===== src/inc/key_wake_map.svh =====
/*
 key wakeup register map, field positions, reset values and timing counts.
 assumes inclusion by bare name from the package and the design files.
*/
`ifndef KEY_WAKE_MAP_SVH
`define KEY_WAKE_MAP_SVH
// ----------------------------------------------------------------
// register offsets (byte addresses; printed index times four)
// ----------------------------------------------------------------
`define KW_IDX_ENABLE 8'h31
`define KW_ADDR_ENABLE 10'h0c4
`define KW_ADDR_CONTROL 10'h100
`define KW_ADDR_STATUS 10'h104
`define KW_ADDR_MASK 10'h108
`define KW_ADDR_LEVELS 10'h10c
// ----------------------------------------------------------------
// field positions
// ----------------------------------------------------------------
`define KW_EN_LSB 4
`define KW_EN_MSB 7
`define KW_CTL_HALT 0
`define KW_CTL_RELEASE_MODE_SELECT 1
`define KW_ST_WAKE 0
`define KW_ST_REFUSE 1
`define KW_ST_HALT 2
// ----------------------------------------------------------------
// reset values and timing
// ----------------------------------------------------------------
`define KW_EN_RESET 4'h0
`define KW_IRQ_RESET 3'h0
`define KW_WARMUP_NS 1600
`define KW_CLOCK_NS 100
`define KW_WARMUP_CYCLES ((`KW_WARMUP_NS + `KW_CLOCK_NS - 1) / `KW_CLOCK_NS)
`endif


===== src/inc/key_wake_pkg.sv =====
/*
 types shared by the key wakeup design files.
 assumes the map header is on the include path.
*/
package key_wake_pkg;
	`include "key_wake_map.svh"
	// power state of the halt sequencer
	typedef enum logic [1:0] {st_run, st_halt, st_warmup} power_state_t;
	// sticky event flags
	typedef struct packed {
		logic halted;
		logic refused;
		logic woke;
	} wake_events_t;
	// pin group
	typedef struct packed {
		logic release_pin;
		logic [3:0] keys;
	} wake_pins_t;
endpackage


===== src/logic/key_wakeup_control.sv =====
/*
 key-on wakeup control: write-only enables, halt entry, halt release,
 sticky events with mask and interrupt, Avalon-MM slave.
 assumes synchronous pins, one 10 MHz clock, synchronous high reset.
*/
// The Avalon-MM interface to the registers was chosen for this implementation.
`timescale 1ns/1ps
`default_nettype none
`include "key_wake_map.svh"
// Overview of operation
// - four enable bits in bits seven..four
// - halt by control write, leave on key
// - pending release at entry skips the halt
// - release pin always a release source
module key_wakeup_control
	import key_wake_pkg::*;
#(
	parameter int KEYS = 4,
	parameter int WARMUP = `KW_WARMUP_CYCLES
) (
	// clock and reset
	input wire logic i_clock,
	input wire logic i_reset,
	// avalon-mm slave
	input wire logic [9:0] i_address,
	input wire logic i_read,
	input wire logic i_write,
	input wire logic [31:0] i_writedata,
	output logic [31:0] o_readdata,
	output logic o_waitrequest,
	// pins
	input wire logic [KEYS-1:0] i_keys,
	input wire logic i_release_pin,
	// status outputs
	output logic o_halted,
	output logic o_warmup,
	output logic o_release_mode,
	output logic o_irq
);
	// ----------------------------------------------------------------
	// declarations
	// ----------------------------------------------------------------
	logic [KEYS-1:0] enable_reg; // key release enables
	logic mode_reg; // release mode select, 1 = level
	logic [2:0] status_reg; // sticky events
	logic [2:0] mask_reg; // interrupt mask
	logic [2:0] events; // this cycle's events
	logic [15:0] warm_reg; // warmup countdown
	power_state_t state_reg; // sequencer state
	logic key_request; // gated key request
	logic any_request; // key or release pin
	logic access_reg; // one wait state done
	logic take; // access completes this cycle
	logic halt_cmd; // software halt command
	logic [31:0] read_next; // read mux
	wake_events_t ev; // named view of events
	// detector, valid with clock stopped
	// gated key request
	key_wake_detect #(.KEYS(KEYS)) u_detect (
		.i_keys(i_keys),
		.i_enable(enable_reg),
		.i_release_pin(i_release_pin),
		.o_key_request(key_request),
		.o_any_request(any_request)
	);
	// ----------------------------------------------------------------
	// bus handshake
	// ----------------------------------------------------------------
	// one wait state per access keeps read data registered
	always_ff @(posedge i_clock) begin
		if (i_reset) begin
			access_reg <= 1'b0;
		end else begin
			access_reg <= (i_read | i_write) & ~access_reg;
		end
	end
	assign take = access_reg & (i_read | i_write);
	always_ff @(posedge i_clock) begin
		if (i_reset) begin
			o_waitrequest <= 1'b1;
		end else begin
			o_waitrequest <= ~((i_read | i_write) & ~access_reg);
		end
	end
	assign halt_cmd = take & i_write & (i_address == `KW_ADDR_CONTROL) & i_writedata[`KW_CTL_HALT];
	// ----------------------------------------------------------------
	// configuration registers
	// ----------------------------------------------------------------
	// enables from bits seven..four
	always_ff @(posedge i_clock) begin
		if (i_reset) begin
			enable_reg <= KEYS'(`KW_EN_RESET);
		end else if (take && i_write && i_address == `KW_ADDR_ENABLE) begin
			enable_reg <= i_writedata[`KW_EN_MSB:`KW_EN_LSB];
		end
	end
	// release mode and mask
	always_ff @(posedge i_clock) begin
		if (i_reset) begin
			mode_reg <= 1'b0;
			mask_reg <= `KW_IRQ_RESET;
		end else if (take && i_write) begin
			if (i_address == `KW_ADDR_CONTROL) begin
				mode_reg <= i_writedata[`KW_CTL_RELEASE_MODE_SELECT];
			end
			if (i_address == `KW_ADDR_MASK) begin
				mask_reg <= i_writedata[2:0];
			end
		end
	end
	// ----------------------------------------------------------------
	// halt sequencer
	// ----------------------------------------------------------------
	// level mode uses the level, edge mode the same gated request;
	// mode_reg gates nothing here, so keys and the pin release in both modes
	always_ff @(posedge i_clock) begin
		if (i_reset) begin
			state_reg <= st_run;
			warm_reg <= 16'h0000;
		end else begin
			unique case (state_reg)
				st_run: begin
					if (halt_cmd) begin
						if (any_request) begin
							state_reg <= st_warmup;
						end else begin
							state_reg <= st_halt;
						end
						warm_reg <= 16'(WARMUP);
					end
				end
				st_halt: begin
					if (any_request) begin
						state_reg <= st_warmup;
					end
				end
				st_warmup: begin
					// warmup countdown before running again
					if (warm_reg <= 16'h0001) begin
						state_reg <= st_run;
					end else begin
						warm_reg <= warm_reg - 16'h0001;
					end
				end
			endcase
		end
	end
	// ----------------------------------------------------------------
	// events and interrupt
	// ----------------------------------------------------------------
	assign ev.woke = (state_reg == st_halt) & any_request;
	assign ev.refused = (state_reg == st_run) & halt_cmd & any_request;
	assign ev.halted = (state_reg == st_run) & halt_cmd & ~any_request;
	assign events = ev;
	// sticky flags, set wins over a write-one clear
	always_ff @(posedge i_clock) begin
		if (i_reset) begin
			status_reg <= `KW_IRQ_RESET;
		end else if (take && i_write && i_address == `KW_ADDR_STATUS) begin
			status_reg <= (status_reg & ~i_writedata[2:0]) | events;
		end else begin
			status_reg <= status_reg | events;
		end
	end
	// outputs from flip-flops
	always_ff @(posedge i_clock) begin
		if (i_reset) begin
			o_irq <= 1'b0;
			o_halted <= 1'b0;
			o_warmup <= 1'b0;
			o_release_mode <= 1'b0;
		end else begin
			o_irq <= |((status_reg | events) & mask_reg);
			o_halted <= (state_reg == st_halt) & ~any_request;
			o_warmup <= state_reg == st_warmup;
			o_release_mode <= mode_reg;
		end
	end
	// ----------------------------------------------------------------
	// read path
	// ----------------------------------------------------------------
	// enables never read back; unmapped reads return zero
	always_comb begin
		read_next = 32'h00000000;
		unique case (i_address)
			`KW_ADDR_CONTROL: read_next = {30'h00000000, mode_reg, 1'b0};
			`KW_ADDR_STATUS: read_next = {29'h00000000, status_reg};
			`KW_ADDR_MASK: read_next = {29'h00000000, mask_reg};
			`KW_ADDR_LEVELS: read_next = {26'h0000000, key_request, i_release_pin, i_keys};
			default: read_next = 32'h00000000;
		endcase
	end
	always_ff @(posedge i_clock) begin
		if (i_reset) begin
			o_readdata <= 32'h00000000;
		end else if (i_read && !access_reg) begin
			o_readdata <= read_next;
		end
	end
endmodule // key_wakeup_control
`default_nettype wire


===== src/logic/key_wake_detect.sv =====
/*
 combinational wakeup request from the key inputs and release pin.
 assumes pin levels already synchronous; works without a clock.
*/
`timescale 1ns/1ps
`default_nettype none
module key_wake_detect
	import key_wake_pkg::*;
#(
	parameter int KEYS = 4
) (
	// pins and enables
	input wire logic [KEYS-1:0] i_keys,
	input wire logic [KEYS-1:0] i_enable,
	input wire logic i_release_pin,
	// requests
	output logic o_key_request,
	output logic o_any_request
);
	// ----------------------------------------------------------------
	// detection
	// ----------------------------------------------------------------
	// gated low-level OR
	assign o_key_request = |(~i_keys & i_enable);
	assign o_any_request = o_key_request | i_release_pin;
endmodule // key_wake_detect
`default_nettype wire


===== config.mk =====
export PLATFORM = sky130hd
export DESIGN_NAME = key_wakeup_control
export DESIGN_NICKNAME = d
export VERILOG_FILES = /design/src/inc/key_wake_pkg.sv /design/src/logic/key_wakeup_control.sv /design/src/logic/key_wake_detect.sv
export VERILOG_INCLUDE_DIRS = /design/src /design/src/inc
export SDC_FILE = /design/constraint.sdc
export NUM_CORES = 1
export LEC_CHECK = 0
export BUFFER_PORTS_ARGS = -buffer_cell sky130_fd_sc_hd__buf_2
export CORE_MARGIN = 3
export CORE_UTILIZATION = 44
export CTS_CLUSTER_SIZE = 12
export DETAILED_ROUTE_END_ITERATION = 8
export HOLD_SLACK_MARGIN = 0.15
export MAX_ROUTING_LAYER = met4
export PLACE_DENSITY = 0.79
export SETUP_SLACK_MARGIN = 0.4
export SLEW_MARGIN = 0
export SYNTH_ARGS = -nofsm -noshare
export SYNTH_HDL_FRONTEND = slang
export SYNTH_SLANG_ARGS = --single-unit

===== constraint.sdc =====
create_clock -name i_clock -period 2.27 [get_ports i_clock]
set_input_delay 0.227 -clock i_clock [delete_from_list [all_inputs] [get_ports i_clock]]
set_output_delay 0.227 -clock i_clock [all_outputs]
set_load 0.05 [all_outputs]

==> results of run 1 <==
[layout make-up]
class                   count  area share
repair buffers             59       0.127
well taps                  67      0.0278
multi-input cells         211       0.519
clock buffers               7      0.0320
inverters                  13      0.0162
flip-flops and latches     41       0.276
clock inverters             1     0.00291
[placed cells by master (no fill, tap or decap), drive strengths merged, types with 2 or more instances in the layout]
master / instances
nand2b: 8
inv: 14
o21ai: 5
nor2: 25
dfxtp: 41
a21oi: 10
or3: 5
nor4: 9
mux2: 3
nand3: 5
nand3b: 3
nor3: 7
mux2i: 17
clkbuf: 8
nor2b: 6
nor4b: 3
buf: 58
nand4b: 2
nand2: 21
conb: 26
nand4: 3
or4: 10
a31oi: 2
a21boi: 7
ha: 5
a22oi: 7
o31ai: 8
[routing by layer]
metal | track usage | vias to the layer above
met5 | - | -
met4 | 0.0825 | 0
met3 | 0.0431 | 44
met2 | 0.314 | 170
met1 | 0.237 | 1162
li1 | - | 1053
[how the worst min path moves through the flow]
stage / start / end / slack [ps] / depth (start not counted)
6_report: i_read / o_waitrequest / 170 / 2
5_1_grt: i_writedata[7] / enable_reg[3] / 180 / 3
4_1_cts: i_read / o_waitrequest / 160 / 2
3_5_place_dp: warm_reg[12] / warm_reg[12] / 470 / 2
3_3_place_gp: o_readdata[1] / o_readdata[1] / 440 / 2
2_1_floorplan: i_read / o_waitrequest / 360 / 1
[worst max-delay path: cells and delay by family (launching register included)]
family	cells	cell delay, ps
AOI/OAI and AO/OA	2	260
adders and majority gates	1	140
buffers and inverters	2	240
DFF	1	330
and+or+nand+nor	3	1080
[per-stage QoR]
step                std cells   util  area, um^2  TNS [ps]
finish                    399  0.613        3010         0
global placement          375  0.530        2600         0
global route              399  0.613        3010         0
CTS                       393  0.578        2840         0
detailed placement        375  0.530        2600     -5.31
floorplan                 300      -        2520         0
[cells by family (layout without fill, tap and decap cells)]
family,after synthesis,in the layout,share of synthesized area
AO/OA/AOI/OAI,44,47,0.132
adder cells (fa/ha/maj),5,5,0.0268
buffers and inverters,51,80,0.128
flip-flops,41,41,0.351
multiplexers,20,20,0.0873
other,1,26,0.00160
AND/OR/NAND/NOR,113,113,0.272
[power by group]
group	internal [mW]	switching, mW	total [mW]	leakage, nW
Combinational	0.127	0.287	0.414	0.867
Clock	0.281	0.270	0.551	0.0549
Sequential	0.733	0.0129	0.746	0.334
[repair_timing]
action / CTS / global route
buffers inserted: 5 / 4
hold endpoints to repair: 0 / 0
resized for setup: 19 / 26
endpoints found under the setup margin: 20 / 23
gates cloned: 5 / 2
pin swaps: 7 / 7
==> results by group, run 1 <==
Setup path
  • WP data arrival: 2370 ps
  • Crit. End Element: flop
  • Worst R2R Path Depth: 8
  • Worst-path fanout max: 5
  • Slowest stage delay, CP: 470 ps
  • Crit Reg-Reg Endpoint: warm_reg[4]
  • RR Startpoint: state_reg[1]
  • Register-to-Register Setup Slack: 120 ps
  • CP Class: flop to flop
  • Worst Path Required: 2490 ps
  • Worst path cell trace: inv_2 > ha_4 > or4bb_4 > nor4_4 > buf_6 > a21oi_4 > or4_4 > a31oi_4
  • CP max-delay cell: or4_4
  • Crit path to: warm_reg[4]
  • Worst setup SP type: flop
  • Crit path from: state_reg[1]

Global routing
  • Vias in the first global route: 1,972
  • Largest net degree at the start of global routing: 29
  • Total GRT Usage: 0.195
  • First-pass GRT wire length: 9490 um
  • Gr ovfl total: 0
  • Initial antenna violation count: 0

Place
  • DP Worst Slack: -5.31 ps
  • RePlAce Congestion: 0.917
  • DP HPWL: 3920 um
  • Port Buf Inserts: 36

Synthesis
  • FFs w/ async S/R, synth: 0
  • Post-synthesis sequential area ratio: 0.351
  • Leading cell types by count after synthesis: dfxtp_1 (41), buf_4 (26), nor2_1 (25)
  • Synth unique cells: 47
  • Post-Syn Instances: 275
  • #FFs+latches synth: 41
  • Yosys warnings: 0
  • Area leader, netlist: dfxtp_1
  • Synth area leaders: dfxtp_1 (35%), buf_4 (8.4%), mux2i_1 (7.3%)
  • Top cell type's share of synthesized area: 0.351
  • Primary FF master, synth: dfxtp_1
  • Number of enable flip-flop cells after synthesis: 0
  • Syn Area/Cell: 8.50 um^2
  • Most numerous cell in the Yosys netlist: dfxtp_1
  • Mapped cell area: 2340 um^2

STA
  • Slew of the pin with the lowest slew margin: 592 ps
  • Worst slew margin: 0.602
  • Setup-failing EPs final: 0
  • RSZ-0062 raised after global routing: yes
  • Fin crit period: 2150 ps
  • Final Hold Fails: 0
  • Final worst slack: 125 ps
  • WHS: 167 ps
  • FMAX: 0.466 GHz
  • Fin crit share: 0.945
  • Pins over their slew limit: 0
  • Final clock skew: 13.1 ps

Route
  • DRC Markers: 0
  • Initial DRC Count: 199
  • DR WL met3: 558 um
  • Drt pass-1 iters: 5
  • Via/cell ratio: 6.09
  • WL met2: 3350 um
  • Routed WL per cell: 17.6 um
  • Routed via count: 2,429
  • Final wirelength: 7020 um
  • Uppermost layer routed: met4
  • Wire length on met1: 2720 um
  • Antenna Violating Nets Remaining: 0

Cells and area
  • Ant. Diodes: 0
  • Nets: 387
  • Area Overhead vs Synth: 28.8%
  • Register area: 830 um^2
  • Share of post-route cells with drive strength above 1: 0.337
  • Max reg flops: 16
  • Fill cell instance count of the final layout: 390
  • Multi-input combinational cell area: 1560 um^2

Power and ir drop
  • Cell Pwr Density: 568 nW/um^2
  • Leakage: 1.26 nW
  • Pwr Total: 1.71 mW
  • Max VDD drop: 0.296 mV

Floorplanning
  • Top Ports: 88
  • Die W: 78.9 um
  • Starting density of the core: 0.476
  • Core area: 4910 um^2
  • Die H: 78.9 um
  • Die ar.: 6220 um^2
  • Row count: 25

Outcome
  • Status: complete, no violations

Clock network
  • CTS sink cnt: 41
  • Clk_lat worst skew: 300 ps
  • H-Tree Depth: 2
  • Num CTS Buffers: 5
  • Hold Buf Count CTS: 0
  • TritonCTS clock tree: built
  • Clock Path Buffers: 2
  • Root buffer cell: clkbuf_8
  • Clock slew at reported path FFs: 90 ps

Min path
  • Hold Path Class: input port to flop

Flow run
  • Max-cap violations: 0
Power figures use the tool's default switching activity.
==> run 2, diff against run 1 <==
- SETUP_SLACK_MARGIN: 0.4 -> 0.02
==> run 2 against run 1 <==
  * Die area stayed put
  * Sequential cell count stayed put
  * Combinational power is 14% lower
  * Power is 1.2% higher
  * Via count is 9.5% lower
  * Count of clock-buffer cells in the layout is 1 lower
  * Global-route usage is 1.2 points lower
  * Critical path type unchanged
  * Worst hold slack worse by 5.2 ps
  * Sequential power hardly changed
  * Critical endpoint is now warm_reg[11]
  * Clock skew is 2.1 ps lower
  * Sequential share of layout area is 1.7 points higher
  * Non-clock buffer count is 6 lower
==> results by group, run 2 (synthesis gave the netlist of run 1 again) <==
Setup path
  • Slowest stage delay, CP: 460 ps (was 470 ps)
  • RR Startpoint: state_reg[0] (was state_reg[1])
  • Crit Reg-Reg Endpoint: warm_reg[11] (was warm_reg[4])
  • WP data arrival: 2480 ps (was 2370 ps)
  • Worst-path fanout max: 9 (was 5)
  • CP Class: flop to flop (unchanged)
  • CP max-delay cell: or4bb_4 (was or4_4)
  • Register-to-Register Setup Slack: 7 ps (was 120 ps)
  • Worst R2R Path Depth: 8 (unchanged)
  • Crit. End Element: flop (unchanged)
  • Worst path cell trace: inv_2 > ha_4 > or4bb_4 > nor4_4 > buf_4 > a21oi_4 > or4_1 > a21boi_1 (was inv_2 > ha_4 > or4bb_4 > nor4_4 > buf_6 > a21oi_4 > or4_4 > a31oi_4)
  • Worst Path Required: 2490 ps (about the same)
  • Worst setup SP type: flop (unchanged)

Global routing
  • Initial antenna violation count: 0 (unchanged)
  • Gr ovfl total: 0 (unchanged)
  • Vias in the first global route: 1,992 (was 1,972)
  • Largest net degree at the start of global routing: 29 (unchanged)
  • Total GRT Usage: 0.183 (was 0.195)
  • First-pass GRT wire length: 8980 um (was 9490 um)

Place
  • DP Worst Slack: -31.0 ps (was -5.31 ps)
  • Port Buf Inserts: 36 (unchanged)
  • RePlAce Congestion: 0.884 (was 0.917)
  • Post-place instance area: 2550 um^2 (was 2600 um^2)
  • DP HPWL: 3840 um (was 3920 um)

STA
  • Final clock skew: 11.0 ps (was 13.1 ps)
  • FMAX: 0.442 GHz (was 0.466 GHz)
  • Pins over their slew limit: 0 (unchanged)
  • RSZ-0062 raised after global routing: yes (unchanged)
  • Worst slew margin: 0.657 (was 0.602)
  • Setup-failing EPs final: 0 (unchanged)
  • Final Hold Fails: 0 (unchanged)
  • WHS: 162 ps (was 167 ps)
  • Slew of the pin with the lowest slew margin: 509 ps (was 592 ps)
  • Fin crit share: 0.997 (was 0.945)
  • Final worst slack: 7.23 ps (was 125 ps)
  • Fin crit period: 2260 ps (was 2150 ps)

Clock network
  • TritonCTS clock tree: built (unchanged)
  • CTS sink cnt: 41 (unchanged)
  • Num CTS Buffers: 5 (unchanged)
  • Clock Path Buffers: 2 (unchanged)
  • Clk_lat worst skew: 300 ps (about the same)
  • Hold Buf Count CTS: 0 (unchanged)
  • H-Tree Depth: 2 (unchanged)
  • Clock slew at reported path FFs: 90 ps (about the same)
  • Root buffer cell: clkbuf_8 (unchanged)

Cells and area
  • Post-layout util: 0.573 (was 0.613)
  • Area Overhead vs Synth: 20.3% (was 28.8%)
  • Ant. Diodes: 0 (unchanged)
  • Most common cell after layout, fill and taps aside: dfxtp_1 (unchanged)
  • Commonest non-fill, non-tap cells in the layout: dfxtp_1 (39), buf_2 (36), conb_1 (26), nor2_1 (25), nand2_1 (21) (was dfxtp_1 (36), buf_2 (35), conb_1 (26), nor2_1 (25), nand2_1 (21))
  • Nets: 379 (was 387)
  • Max reg flops: 16 (unchanged)
  • Post-Layout Inst Area: 2810 um^2 (was 3010 um^2)
  • Share of post-route cells with drive strength above 1: 0.269 (was 0.337)

Power and ir drop
  • Leakage: 1.19 nW (was 1.26 nW)
  • Clock power frac: 0.363 (was 0.322)
  • Sequential Power Share: 0.430 (was 0.436)
  • Net switching power: 0.537 mW (was 0.570 mW)
  • Cell Pwr Density: 615 nW/um^2 (was 568 nW/um^2)
  • Pint: 1.19 mW (was 1.14 mW)
  • Sw Ratio: 0.310 (was 0.333)
  • Max VDD drop: 0.337 mV (was 0.296 mV)
  • Logic pwr share: 0.207 (was 0.242)

Floorplanning
  • Top Ports: 88 (unchanged)
  • Die ar.: 6220 um^2 (unchanged)
  • Die W: 78.9 um (unchanged)
  • Row count: 25 (unchanged)
  • Starting density of the core: 0.476 (unchanged)
  • Die H: 78.9 um (unchanged)
  • Core area: 4910 um^2 (unchanged)

Min path
  • Worst Hold End: enable_reg[3] (was o_waitrequest)
  • Hold Path Class: input port to flop (unchanged)
  • Hold Startpoint: i_writedata[7] (was i_read)
  • Hold path cells: 3 (was 2)

Route
  • Via/cell ratio: 5.62 (was 6.09)
  • Antenna Violating Nets Remaining: 0 (unchanged)
  • Initial DRC Count: 174 (was 199)
  • Routed via count: 2,198 (was 2,429)
  • Drt pass-1 iters: 4 (was 5)
  • Routed WL per cell: 15.0 um (was 17.6 um)
  • DRC Markers: 0 (unchanged)
  • Final wirelength: 5860 um (was 7020 um)

Flow run
  • Max-cap violations: 0 (unchanged)

Outcome
  • Status: complete, no violations (unchanged)
[run 2: metrics by stage]
step | power [mW] | instances | TNS, ps
CTS | 1.69 | 386 | 0
finish | 1.73 | 391 | 0
global placement | 1.06 | 378 | 0
global route | 1.80 | 391 | -573
floorplan | 1.03 | 300 | 0
detailed placement | 1.07 | 378 | -31.3
[run 2: power groups by stage]
stage / clock network, mW / logic [mW] / registers (mW)
2_1_floorplan: 0 / 0.260 / 0.768
3_3_place_gp: 0 / 0.299 / 0.759
3_5_place_dp: 0 / 0.307 / 0.760
4_1_cts: 0.632 / 0.312 / 0.743
5_1_grt: 0.663 / 0.387 / 0.747
6_report: 0.628 / 0.358 / 0.745
[run 2: per-layer routing]
layer / up-vias / global-route usage / routed length (um)
met4: 0 / 0.0636 / 121
met3: 17 / 0.0408 / 523
met5: - / - / 0
met2: 119 / 0.291 / 2860
met1: 1033 / 0.231 / 2360
li1: 1029 / - / -
[run 2: cell type report]
| cell class | count | area, um^2 |
|---|---|---|
| multi-input combinational | 209 | 1420 |
| sequential | 41 | 823 |
| tap | 67 | 83.8 |
| inverter | 13 | 48.8 |
| clock inverter | 2 | 37.5 |
| timing repair buffer | 53 | 319 |
| clock buffer | 6 | 82.6 |
| fill | 436 | 2100 |
[run 2: timing repair]
action                     4_1_cts  5_1_grt
gates resized for setup          1       27
cloned                           0        1
setup buffers                    0        4
setup endpoints to repair        1       15
pin swaps                        0       13
[run 2: worst max-delay path by stage]
stage | from | endpoint | slack, ps | cells past startpoint
after floorplan | i_address[0] | warm_reg[4] | 100 | 7
after global placement | i_address[0] | warm_reg[4] | 10 | 6
after detailed placement | i_address[0] | warm_reg[11] | -30 | 6
after CTS | state_reg[0] | warm_reg[11] | 20 | 7
after global routing | warm_reg[2] | warm_reg[1] | -100 | 7
final | state_reg[0] | warm_reg[11] | 7 | 8
[run 2: critical path: cells and delay by family, from the launching register on]
kind,cells,cell delay [ps]
AND/OR/NAND/NOR,3,1200
AO/OA/AOI/OAI,2,240
buffers and inverters,2,280
adder cells (fa/ha/maj),1,140
flip-flops,1,330
==> run 3, diff against run 2 <==
- CORE_UTILIZATION: 44 -> 25
- PLACE_DENSITY: 0.79 -> 0.5
- SYNTH_HIERARCHICAL: unset -> 1
- clock period: 2.27 -> 2.25 ns (I/O delays scaled with it)
==> run 3 against run 2 <==
  * Final cell count rose by 7.7%
  * Count of clock-buffer cells in the layout unchanged
  * Sequential share of layout area rose by 0.32 points
  * Global-route usage is 7.6 points lower
  * Synthesized area decreased by 4.0%
==> results by group, run 3 <==
Floorplanning
  • Die H: 101 um (was 78.9 um)
  • Starting density of the core: 0.265 (was 0.476)
  • Die ar.: 10,200 um^2 (was 6220 um^2)
  • Core area: 8460 um^2 (was 4910 um^2)
  • Die W: 101 um (was 78.9 um)
  • Row count: 33 (was 25)
  • Top Ports: 88 (unchanged)

Synthesis
  • Top cell type's share of synthesized area: 0.366 (was 0.351)
  • Area leader, netlist: dfxtp_1 (unchanged)
  • Leading cell types by count after synthesis: dfxtp_1 (41), nor2_1 (31), buf_4 (26) (was dfxtp_1 (41), buf_4 (26), nor2_1 (25))
  • Post-synthesis sequential area ratio: 0.366 (was 0.351)
  • Post-Syn Instances: 247 (was 275)
  • Synth unique cells: 57 (was 47)
  • Most numerous cell in the Yosys netlist: dfxtp_1 (unchanged)
  • Number of enable flip-flop cells after synthesis: 0 (unchanged)
  • Synth area leaders: dfxtp_1 (37%), buf_4 (8.7%), nor2_1 (5.2%) (was dfxtp_1 (35%), buf_4 (8.4%), mux2i_1 (7.3%))
  • FFs w/ async S/R, synth: 0 (unchanged)
  • Yosys warnings: 6 (was 0)
  • #FFs+latches synth: 41 (unchanged)
  • Syn Area/Cell: 9.09 um^2 (was 8.50 um^2)
  • Primary FF master, synth: dfxtp_1 (unchanged)
  • Mapped cell area: 2240 um^2 (was 2340 um^2)

STA
  • Fin crit period: 2180 ps (was 2260 ps)
  • Final Hold Fails: 0 (unchanged)
  • Fin crit share: 0.968 (was 0.997)
  • WHS: 164 ps (was 162 ps)
  • Setup-failing EPs final: 0 (unchanged)
  • Final clock skew: 14.0 ps (was 11.0 ps)
  • FMAX: 0.459 GHz (was 0.442 GHz)
  • Final worst slack: 70.9 ps (was 7.23 ps)
  • Pins over their slew limit: 0 (unchanged)
  • Setup_tns: 0 ps (unchanged)
  • RSZ-0062 raised after global routing: yes (unchanged)

Global routing
  • Vias in the first global route: 1,727 (was 1,992)
  • Initial antenna violation count: 0 (unchanged)
  • Gr ovfl total: 0 (unchanged)
  • Total GRT Usage: 0.107 (was 0.183)
  • Largest net degree at the start of global routing: 28 (was 29)
  • First-pass GRT wire length: 8450 um (was 8980 um)

Setup path
  • Crit path from: warm_reg[4] (was state_reg[0])
  • Worst Path Required: 2490 ps (about the same)
  • Crit. End Element: flop (unchanged)
  • Register-to-Register Setup Slack: 70 ps (was 7 ps)
  • RR Startpoint: warm_reg[4] (was state_reg[0])
  • Crit Reg-Reg Endpoint: warm_reg[11] (unchanged)
  • WP data arrival: 2420 ps (was 2480 ps)
  • CP Class: flop to flop (unchanged)
  • Worst setup SP type: flop (unchanged)
  • Worst-path fanout max: 4 (was 9)
  • Worst R2R Path Depth: 5 (was 8)

Clock network
  • Clk_lat worst skew: 300 ps (about the same)
  • Root buffer cell: clkbuf_8 (unchanged)
  • Clock slew at reported path FFs: 90 ps (about the same)
  • H-Tree Depth: 2 (unchanged)
  • TritonCTS clock tree: built (unchanged)
  • Clock Path Buffers: 2 (unchanged)
  • Num CTS Buffers: 5 (unchanged)
  • CTS sink cnt: 41 (unchanged)

Power and ir drop
  • Leakage: 1.17 nW (was 1.19 nW)
  • Cell Pwr Density: 1220 nW/um^2 (was 615 nW/um^2)
  • Pwr Total: 3.38 mW (was 1.73 mW)
  • Max VDD drop: 0.314 mV (was 0.337 mV)

Min path
  • Worst Hold End: enable_reg[3] (unchanged)
  • Hold Path Class: input port to flop (unchanged)
  • Hold Startpoint: i_writedata[7] (unchanged)
  • Hold path cells: 3 (unchanged)

Place
  • DP Cell Count: 408 (was 378)
  • RePlAce Congestion: 0.786 (was 0.884)
  • Port Buf Inserts: 36 (unchanged)
  • DP HPWL: 4050 um (was 3840 um)
  • DP Worst Slack: -32.1 ps (was -31.0 ps)

Outcome
  • Status: complete, no violations (unchanged)

Route
  • DRC Markers: 0 (unchanged)
  • Final wirelength: 5200 um (was 5860 um)
  • Drt pass-1 iters: 4 (unchanged)
  • Routed via count: 1,855 (was 2,198)
  • Antenna Violating Nets Remaining: 0 (unchanged)
  • Initial DRC Count: 65 (was 174)
  • Routed WL per cell: 12.4 um (was 15.0 um)
  • Via/cell ratio: 4.41 (was 5.62)

Cells and area
  • Commonest non-fill, non-tap cells in the layout: dfxtp_1 (40), buf_2 (36), nor2_1 (31), buf_4 (30), conb_1 (26) (was dfxtp_1 (39), buf_2 (36), conb_1 (26), nor2_1 (25), nand2_1 (21))
  • Ant. Diodes: 0 (unchanged)
  • Share of post-route cells with drive strength above 1: 0.307 (was 0.269)
  • Most common cell after layout, fill and taps aside: dfxtp_1 (unchanged)
  • Layout Cells excl Fill: 421 (was 391)
  • Max reg flops: 16 (unchanged)
  • Area Overhead vs Synth: 23.7% (was 20.3%)
  • Nets: 371 (was 379)
  • Fill cell instance count of the final layout: 891 (was 436)

Flow run
  • Max-cap violations: 0 (unchanged)
==> run 3: per-layer routing <==
layer,GRT usage,vias up,wire (um)
met2,0.158,43,2410
met4,0.0435,0,90
met3,0.0166,10,231
met5,-,-,0
met1,0.147,839,2480
li1,-,963,-
==> run 3: logic make-up after synthesis <==
| group | count (synthesis) | share of synthesized area |
|---|---|---|
| compound gates | 53 | 0.186 |
| other cells | 1 | 0.00167 |
| flops | 41 | 0.366 |
| mux | 10 | 0.0513 |
| xor+xnor | 8 | 0.0312 |
| fa+ha+maj | 5 | 0.0279 |
| simple gates | 85 | 0.213 |
| buf+inv | 44 | 0.123 |
==> run 3: per-stage QoR <==
stage,cell area [um^2],utilization
floorplan,2340,-
global placement,2620,0.310
detailed placement,2620,0.310
CTS,2730,0.322
global route,2780,0.328
finish,2780,0.328
==> run 3: worst max-delay path by stage <==
stage | endpoint | slack (ps)
final | warm_reg[11] | 70
after global routing | warm_reg[13] | 9
after CTS | warm_reg[9] | 10
after detailed placement | state_reg[0] | -30
after global placement | warm_reg[6] | -40
after floorplan | warm_reg[11] | 100
==> run 3: worst max-delay path: stages, from the launching register on <==
cell     delay (ps)
dfxtp_2         330
or4_4           550
or3_2           440
or3_1           360
or3_1           310
a21oi_1         140
==> run 3: power breakdown <==
part	total (mW)	internal (mW)	switching, mW
Combinational	1.92	0.910	1.01
Clock	0.486	0.219	0.267
Sequential	0.971	0.872	0.0991
==> run 3: what timing repair did <==
action,in CTS,in global routing
buffers inserted,0,3
resized for setup,0,7
pin swaps,0,4
hold buffers,2,0
hold endpoints to repair,2,0
setup endpoints to repair,3,12
==> run 3: final cells by class <==
| type | instances | area, um^2 | share of cell area |
|---|---|---|---|
| tap | 105 | 131 | 0.0473 |
| clock inverter | 2 | 15.0 | 0.00541 |
| multi-input combinational | 187 | 1270 | 0.456 |
| timing repair buffer | 68 | 425 | 0.153 |
| sequential | 41 | 822 | 0.296 |
| clock buffer | 6 | 72.6 | 0.0261 |
| inverter | 12 | 45.0 | 0.0162 |
